File: config.mk
export PLATFORM = sky130hd
export DESIGN_NAME = sub_datapath
export DESIGN_NICKNAME = d
export VERILOG_FILES = /design/src/rtl/sub_alu.v /design/src/rtl/sub_datapath.v
export VERILOG_INCLUDE_DIRS = /design/src /design/src/rtl
export SDC_FILE = /design/constraint.sdc
export NUM_CORES = 1
export LEC_CHECK = 0
export ABC_AREA = 1
export BUFFER_PORTS_ARGS = -buffer_cell sky130_fd_sc_hd__buf_2
export CAP_MARGIN = 15
export CELL_PAD_IN_SITES_DETAIL_PLACEMENT = 0
export CELL_PAD_IN_SITES_GLOBAL_PLACEMENT = 2
export CORE_AREA = 5 5 412 414
export DETAILED_ROUTE_END_ITERATION = 10
export DIE_AREA = 0 0 417 419
export PLACE_DENSITY = 0.8
export RECOVER_POWER = 50
export SLEW_MARGIN = 25
export SYNTH_ARGS = -nofsm -noshare
export SYNTH_HDL_FRONTEND = slang
export SYNTH_HIERARCHICAL = 1
export SYNTH_SLANG_ARGS = --single-unit
File: constraint.sdc
create_clock -name mclk -period 6.64 [get_ports mclk]
set_input_delay 0.996 -clock mclk [delete_from_list [all_inputs] [get_ports mclk]]
set_output_delay 0.996 -clock mclk [all_outputs]
set_load 0.01 [all_outputs]
File: src/rtl/sub_datapath_regs.vh
`ifndef SUB_DATAPATH_REGS_VH
`define SUB_DATAPATH_REGS_VH

// Register byte offsets on the APB side
`define OFS_INSTR        8'h00
`define OFS_ACC          8'h04
`define OFS_STATUS       8'h08
`define OFS_MEM_ADDR     8'h0C
`define OFS_MEM_DATA     8'h10
`define OFS_LAST_RESULT  8'h14
`define OFS_EXEC_COUNT   8'h18

// Status register bit positions
`define STAT_C           0
`define STAT_DC          1
`define STAT_Z           2

// Reset values
`define RST_ACC          8'h00
`define RST_STATUS       8'h00
`define RST_MEM_ADDR     7'h00
`define RST_LAST_RESULT  8'h00
`define RST_EXEC_COUNT   16'h0000

// Instruction word layout (14 bits)
`define INSTR_MSB        13
`define OPC_LIT_TOP      5'h1E
`define OPC_REG_TOP      6'h02
`define INSTR_DEST_BIT   7
`define INSTR_FADDR_MSB  6
`define INSTR_LIT_MSB    7

// Data memory
`define MEM_DEPTH        128
`define MEM_AW           7

// Access phase length in clock cycles while pready is low
`define APB_WAIT_CYCLES  1

`endif

File: src/rtl/sub_alu.v
`timescale 1ns/100ps
// Computes minuend - subtrahend by adding the inverted subtrahend plus one,
// so every carry out is an inverted borrow.
module sub_alu (
    input  wire [7:0] minuend,
    input  wire [7:0] subtrahend,
    output wire [7:0] result,
    output wire       carry,
    output wire       digit_carry,
    output wire       zero
);

    wire [8:0] full_sum;
    wire [4:0] low_sum;

    assign full_sum    = {1'b0, minuend} + {1'b0, ~subtrahend} + 9'h001;
    assign low_sum     = {1'b0, minuend[3:0]} + {1'b0, ~subtrahend[3:0]} + 5'h01;
    assign result      = full_sum[7:0];
    // Set when no borrow: result is positive or zero
    assign carry       = full_sum[8];
    assign digit_carry = low_sum[4];
    assign zero        = (full_sum[7:0] == 8'h00);

endmodule // sub_alu

File: src/rtl/sub_datapath.v
`timescale 1ns/100ps
`include "sub_datapath_regs.vh"

// Behaviour
// - Literal minus accumulator always lands in accumulator
// - Addressed register minus accumulator, 7-bit address
// - Destination bit selects accumulator or register
// - Update carry, digit carry, zero; keep others
// - Carry is inverted borrow, result wraps 256
module sub_datapath (
    input  wire        mclk,
    input  wire        arst_n,
    input  wire        psel,
    input  wire        penable,
    input  wire        pwrite,
    input  wire [7:0]  paddr,
    input  wire [31:0] pwdata,
    output reg  [31:0] prdata,
    output reg         pready,
    output reg         pslverr,
    output wire [7:0]  acc_out,
    output wire        carry_flag,
    output wire        digit_carry_flag,
    output wire        zero_flag
);

    localparam [2:0] IDX_INSTR  = 3'd0;
    localparam [2:0] IDX_ACC    = 3'd1;
    localparam [2:0] IDX_STATUS = 3'd2;
    localparam [2:0] IDX_MADDR  = 3'd3;
    localparam [2:0] IDX_MDATA  = 3'd4;
    localparam [2:0] IDX_LAST   = 3'd5;
    localparam [2:0] IDX_COUNT  = 3'd6;
    localparam [2:0] IDX_NONE   = 3'd7;

    // One-hot bus phases
    localparam [2:0] PH_IDLE    = 3'b001;
    localparam [2:0] PH_SETUP   = 3'b010;
    localparam [2:0] PH_RESP    = 3'b100;

    // Maps a byte address onto a register index
    function [2:0] reg_index;
        input [7:0] addr;
        begin
            case (addr)
                `OFS_INSTR:       reg_index = IDX_INSTR;
                `OFS_ACC:         reg_index = IDX_ACC;
                `OFS_STATUS:      reg_index = IDX_STATUS;
                `OFS_MEM_ADDR:    reg_index = IDX_MADDR;
                `OFS_MEM_DATA:    reg_index = IDX_MDATA;
                `OFS_LAST_RESULT: reg_index = IDX_LAST;
                `OFS_EXEC_COUNT:  reg_index = IDX_COUNT;
                default:          reg_index = IDX_NONE;
            endcase
        end
    endfunction

    // Literal form: top bits 11 110x
    function is_lit_op;
        input [31:0] word;
        begin
            is_lit_op = (word[`INSTR_MSB:`INSTR_MSB-4] == `OPC_LIT_TOP);
        end
    endfunction

    // Register form: top bits 00 0010
    function is_reg_op;
        input [31:0] word;
        begin
            is_reg_op = (word[`INSTR_MSB:`INSTR_MSB-5] == `OPC_REG_TOP);
        end
    endfunction

    reg  [7:0]  acc_q;
    reg  [7:0]  acc_d;
    reg  [7:0]  status_q;
    reg  [7:0]  status_d;
    reg  [6:0]  mem_addr_q;
    reg  [7:0]  last_q;
    reg  [15:0] count_q;
    reg  [7:0]  mem [0:`MEM_DEPTH-1];

    // Bus phase state
    reg  [2:0]  phase_q;
    reg  [2:0]  phase_d;

    reg  [31:0] rd_data;
    reg         rd_err;
    reg         mem_we;
    reg  [6:0]  mem_wa;
    reg  [7:0]  mem_wd;
    reg         exec_en;

    wire        access;
    wire        done;
    wire        commit;
    wire [2:0]  wr_idx;
    wire [2:0]  rd_idx;
    wire        op_lit;
    wire        op_reg;
    wire        op_dest;
    wire [6:0]  op_faddr;
    wire [7:0]  minuend;
    wire [7:0]  diff;
    wire        diff_c;
    wire        diff_dc;
    wire        diff_z;

    assign access   = psel & penable;
    // The write and any instruction take effect only at this edge
    assign done     = access & pready;
    // A refused write leaves every register as it was
    assign commit   = done & pwrite & ~pslverr;
    assign wr_idx   = reg_index(paddr);
    assign rd_idx   = reg_index(paddr);
    assign op_lit   = is_lit_op(pwdata);
    assign op_reg   = is_reg_op(pwdata);
    assign op_dest  = pwdata[`INSTR_DEST_BIT];
    assign op_faddr = pwdata[`INSTR_FADDR_MSB:0];

    // Minuend is the literal or the addressed memory byte
    assign minuend  = op_lit ? pwdata[`INSTR_LIT_MSB:0] : mem[op_faddr];

    sub_alu u_alu (
        .minuend     (minuend),
        .subtrahend  (acc_q),
        .result      (diff),
        .carry       (diff_c),
        .digit_carry (diff_dc),
        .zero        (diff_z)
    );

    assign acc_out          = acc_q;
    assign carry_flag       = status_q[`STAT_C];
    assign digit_carry_flag = status_q[`STAT_DC];
    assign zero_flag        = status_q[`STAT_Z];

    // Read mux and error check, sampled in the first access cycle
    always @* begin
        rd_data = 32'h0000_0000;
        rd_err  = 1'b0;
        case (rd_idx)
            IDX_INSTR: begin
                rd_data = 32'h0000_0000;
                rd_err  = pwrite & ~(is_lit_op(pwdata) | is_reg_op(pwdata));
            end
            IDX_ACC: begin
                rd_data = {24'h000000, acc_q};
            end
            IDX_STATUS: begin
                rd_data = {24'h000000, status_q};
            end
            IDX_MADDR: begin
                rd_data = {25'h0, mem_addr_q};
            end
            IDX_MDATA: begin
                rd_data = {24'h000000, mem[mem_addr_q]};
            end
            IDX_LAST: begin
                rd_data = {24'h000000, last_q};
                rd_err  = pwrite;
            end
            IDX_COUNT: begin
                rd_data = {16'h0000, count_q};
                rd_err  = pwrite;
            end
            default: begin
                rd_data = 32'h0000_0000;
                rd_err  = 1'b1;
            end
        endcase
    end

    // Next state of accumulator, status and memory port
    always @* begin
        acc_d    = acc_q;
        status_d = status_q;
        mem_we   = 1'b0;
        mem_wa   = mem_addr_q;
        mem_wd   = pwdata[7:0];
        exec_en  = 1'b0;
        if (commit) begin
            case (wr_idx)
                IDX_INSTR: begin
                    // Whole instruction completes at this single edge
                    exec_en = 1'b1;
                    if (op_lit) begin
                        acc_d = diff;
                    end else if (op_reg) begin
                        if (op_dest) begin
                            mem_we = 1'b1;
                            mem_wa = op_faddr;
                            mem_wd = diff;
                        end else begin
                            acc_d = diff;
                        end
                    end
                    // Only the three arithmetic flags move
                    status_d[`STAT_C]  = diff_c;
                    status_d[`STAT_DC] = diff_dc;
                    status_d[`STAT_Z]  = diff_z;
                end
                IDX_ACC: begin
                    acc_d = pwdata[7:0];
                end
                IDX_STATUS: begin
                    status_d = pwdata[7:0];
                end
                IDX_MDATA: begin
                    mem_we = 1'b1;
                end
                default: begin
                    acc_d = acc_q;
                end
            endcase
        end
    end

    // Bus phase; RESP is the one cycle with pready high
    always @* begin
        phase_d = phase_q;
        case (phase_q)
            PH_IDLE: begin
                if (psel & ~penable) begin
                    phase_d = PH_SETUP;
                end else if (access) begin
                    // Tolerate a master that skips the setup cycle
                    phase_d = PH_RESP;
                end
            end
            PH_SETUP: begin
                // Setup may be stretched; stay until penable rises
                if (access) begin
                    phase_d = PH_RESP;
                end else if (~psel) begin
                    phase_d = PH_IDLE;
                end
            end
            PH_RESP: begin
                phase_d = PH_IDLE;
            end
            default: begin
                phase_d = PH_IDLE;
            end
        endcase
    end

    // APB handshake: one wait cycle so read data comes from a flop
    always @(posedge mclk or negedge arst_n) begin
        if (!arst_n) begin
            phase_q <= PH_IDLE;
            pready  <= 1'b0;
            pslverr <= 1'b0;
            prdata  <= 32'h0000_0000;
        end else begin
            phase_q <= phase_d;
            // Same next value as the phase bit, kept as its own output flop
            pready  <= (phase_d == PH_RESP);
            if (access & ~pready) begin
                prdata  <= pwrite ? 32'h0000_0000 : rd_data;
                pslverr <= rd_err;
            end else if (done) begin
                prdata  <= 32'h0000_0000;
                pslverr <= 1'b0;
            end
        end
    end

    // Architectural state
    always @(posedge mclk or negedge arst_n) begin
        if (!arst_n) begin
            acc_q      <= `RST_ACC;
            status_q   <= `RST_STATUS;
            mem_addr_q <= `RST_MEM_ADDR;
            last_q     <= `RST_LAST_RESULT;
            count_q    <= `RST_EXEC_COUNT;
        end else begin
            acc_q    <= acc_d;
            status_q <= status_d;
            // Only the low seven bits address the memory
            if (commit & (wr_idx == IDX_MADDR)) begin
                mem_addr_q <= pwdata[`MEM_AW-1:0];
            end
            if (exec_en) begin
                // Result wraps modulo 256 in the 8-bit datapath
                last_q  <= diff;
                count_q <= count_q + 16'h0001;
            end
        end
    end

    // Data memory has no reset; a large array cleared on reset costs area
    // Bytes never written read as unknown until software fills them
    always @(posedge mclk) begin
        if (mem_we) begin
            mem[mem_wa] <= mem_wd;
        end
    end

endmodule // sub_datapath

==> metrics.md <==
| Metric | Value |
|---|---|
| Async S/R FF share, synth | `under 10%` |
| CTS root buf | `clkbuf_16` |
| Die width | `between 400 and 500 um` |
| Largest net degree at the start of global routing | `around 160` |
| Num rows | `150` |
| Fillers | `roughly 17k` |
| Post-route setup slack | `between 800 and 900 ps` |
| Status | `finished, violations left` |
| H-tree depth | `3` |
| Critical path capture point type | `register` |
| Port buffer count | `55` |
| DRT Pass-1 Iters | `5` |
| Worst Setup Start Kind | `register` |
| Clock latency on the worst-skew pair | `between 700 and 800 ps` |
| Post-CTS sizing | `0` |
| P&R area growth vs syn | `11.0%` |
| EDFF count, synth | `roughly 1.0k` |
| Leak | `between 0.02 and 0.03 uW` |
| Clk buf depth | `3` |
| Failing checks | `max-capacitance violations, max-slew violations` |
| Most frequent CP cell | `nand2_1` |
| Commonest cells in the synthesized netlist | `nand2_1, nand3_1, edfxtp_1` |
| Antenna violations before repair | `2` |
| Fmax achieved | `about 170 MHz` |
| Core Footprint | `166000 um2` |
| Num CTS Buffers | `between 100 and 150` |
| Detail Route Antenna Nets | `0` |
| WP buf/inv | `2` |
| Post-synth cell types | `50` |
| Yosys warnings | `6` |
| Time the worst path needs with I/O delays and setup | `a little under 6000 ps` |
| DR vias/cell | `5.38` |
| Top post-synthesis cells by area | `edfxtp_1, nand2_1, nand3_1` |
| CP Data Arrival Time | `about 6500 ps` |
| Number of I/O pins | `90` |
| GPL Wtd Cong | `roughly 0.88` |
| Largest area contributor in the netlist | `edfxtp_1` |
| Cts hold-fix bufs | `0` |
| Fin. Hold Viols | `0` |
| Dpl ws | `roughly 1000 ps` |
| CTS sink count | `about 1.1k` |
| Die span in y | `approximately 420 um` |
| Grt ovf | `0` |
| Ratio of cells with drive above 1 in the final layout | `6.25%` |
| Pwr/cell area | `about 240 nW/um2` |
| Synth Instances | `roughly 6.8k` |
| Final #Nets | `approximately 6.6k` |
| Top-count cell post-synth | `nand2_1` |
| Final slew viol count | `a little over 200` |
| Clk pin slew, worst setup/hold paths | `around 70 ps` |
| CTS tree | `done` |
| Avg Inst Size Synth | `roughly 8.5 um2` |
| HP Class | `in -> reg` |
| DRC Markers | `0` |
| Delay-heaviest family, CP | `buffers and inverters` |
| Wirelength per Cell | `24.0 um` |
| Number of global-route vias before repair | `45.0k` |
| Vias after detailed routing | `between 40k and 50k` |
| Worst hold slack | `approximately 470 ps` |
| Critical path class | `reg -> reg` |
| Max Cap Viol | `3` |
| Synth top area share | `about 53%` |
| Initial core utilization | `34.7%` |
| Setup TNS | `0 ps` |
| Sequential area share after synthesis | `a little under three fifths` |
| FF/Latch Area | `around 32000 um2` |
| Req. time, crit path | `around 7300 ps` |
| Final period utilization | `between 80 and 90%` |
| Relative slew slack | `-157%` |
| Crit-path slowest cell | `clkbuf_1` |
| Tightest Pin Transition | `between 3000 and 4000 ps` |
| Multi-input gate area | `between 20000 and 25000 um2` |
| HPWL Detailed | `125000 um` |
| Worst vdd ir | `roughly 220 uV` |
| Synthesized area | `57500 um2` |
| GR Util All Layers | `a little under a quarter` |
| First-pass GRT wire length | `between 300000 and 400000 um` |
| Post-synth top flop | `edfxtp_1` |
| Yosys reg bits | `1092` |
| Final setup viols | `0` |
| Crit path max fanout | `between 40 and 50` |
| Setup Skew | `34.1 ps` |
| CP peak stage delay | `between 2000 and 3000 ps` |
| Die area | `175000 um2` |
| Crit path cell chain | `buf_4 > clkbuf_1 > nand2_1 > nand3_1 > nand3_1 > nand3_1 > nand3_1 > nand2_1 > nand2_1 > nand2_1 > nand2_1 > nand2_1` |
| RSZ-0062 raised after global routing | `false` |
| Final WL | `between 200000 and 250000 um` |
| Iteration-0 DRC Markers | `about 4.6k` |
| Post-CTS Setup Inserts | `0` |
## sequential cells by signal (all words and copies together) (netlist names)
name        count
pready          1
mem_addr_q      7
count_q        16
mem          1024
pslverr         1
status_q        8
acc_out         8
phase_q         3
last_q          8
prdata         16
## layer usage
layer,up-vias,part of all wire (%),GRT usage (%)
met5,-,0.0061,0
met4,2,3.9,8.45
met3,351,7.5,3.79
met2,1926,46,37.9
met1,23200,43,32.9
li1,22300,-,-
## cell families after synthesis
| logic type | count (synthesis) | synth area share [%] |
|---|---|---|
| other | 1 | 0.00652 |
| and+or+nand+nor | 3333 | 24.9 |
| buffers and inverters | 1241 | 8.34 |
| xor gates and xnor gates | 16 | 0.244 |
| DFF | 1092 | 56.4 |
| adders and majority gates | 10 | 0.230 |
| AOI/OAI and AO/OA | 1068 | 9.88 |
## cells in the final DEF, fill, tap and decap left out, drive strengths merged, types with 2 or more instances in the layout
master,instances
a31oi,2
clkbuf,195
xnor2,5
nand4,2
o221ai,4
a21oi,343
nand3,1165
and3,3
nor3,6
a221oi,4
dfrtp,67
a22o,2
nor4,3
nor2,367
ha,9
clkinv,60
a211oi,8
o211ai,50
nand2,1729
bufinv,9
edfxtp,1024
o21ai,579
inv,750
or2,57
o22ai,64
buf,133
xor2,11
a32o,8
conb,16
o2bb2ai,2
## final cells by class
| type | instances | area share, % |
|---|---|---|
| Clock buffer | 153 | 5.07 |
| Sequential cell | 1092 | 50.8 |
| Antenna cell | 1 | 0.00392 |
| Timing Repair Buffer | 175 | 2.53 |
| Tap cell | 2204 | 4.32 |
| Multi-Input combinational cell | 4443 | 31.9 |
| Clock inverter | 65 | 0.869 |
| Inverter | 755 | 4.50 |
## worst paths after layout
check	start	end	slack, ps	cells after the start
max	mem_addr_q[2]	prdata[3]	850	12
min	penable	phase_q[1]	470	2
max reg2reg	mem_addr_q[2]	prdata[3]	850	12
min reg2reg	prdata[7]	prdata[7]	480	2
max in group asynchronous	arst_n	mem_addr_q[1]	2230	2
min in group asynchronous	arst_n	prdata[12]	1670	2
## power breakdown
| part | internal (uW) | total, uW | switching (uW) | leakage (uW) |
|---|---|---|---|---|
| Sequential | 7540 | 7550 | 8.20 | 0.0101 |
| Clock | 3760 | 6630 | 2860 | 0.00187 |
| Combinational | 264 | 1050 | 782 | 0.0135 |
| Total | 11600 | 15200 | 3650 | 0.0254 |
## stage by stage
| step | std cells | instance area (um2) | power [uW] | utilization (%) |
|---|---|---|---|---|
| after floorplan | 6776 | 57600 | 8280 | - |
| after global placement | 8669 | 60300 | 8720 | 36.3 |
| after detailed placement | 8669 | 60300 | 8730 | 36.3 |
| after CTS | 8887 | 64100 | 15300 | 38.6 |
| after global routing | 8887 | 63900 | 15700 | 38.5 |
| final | 8888 | 63900 | 15200 | 38.5 |
Power figures use the tool's default switching activity.
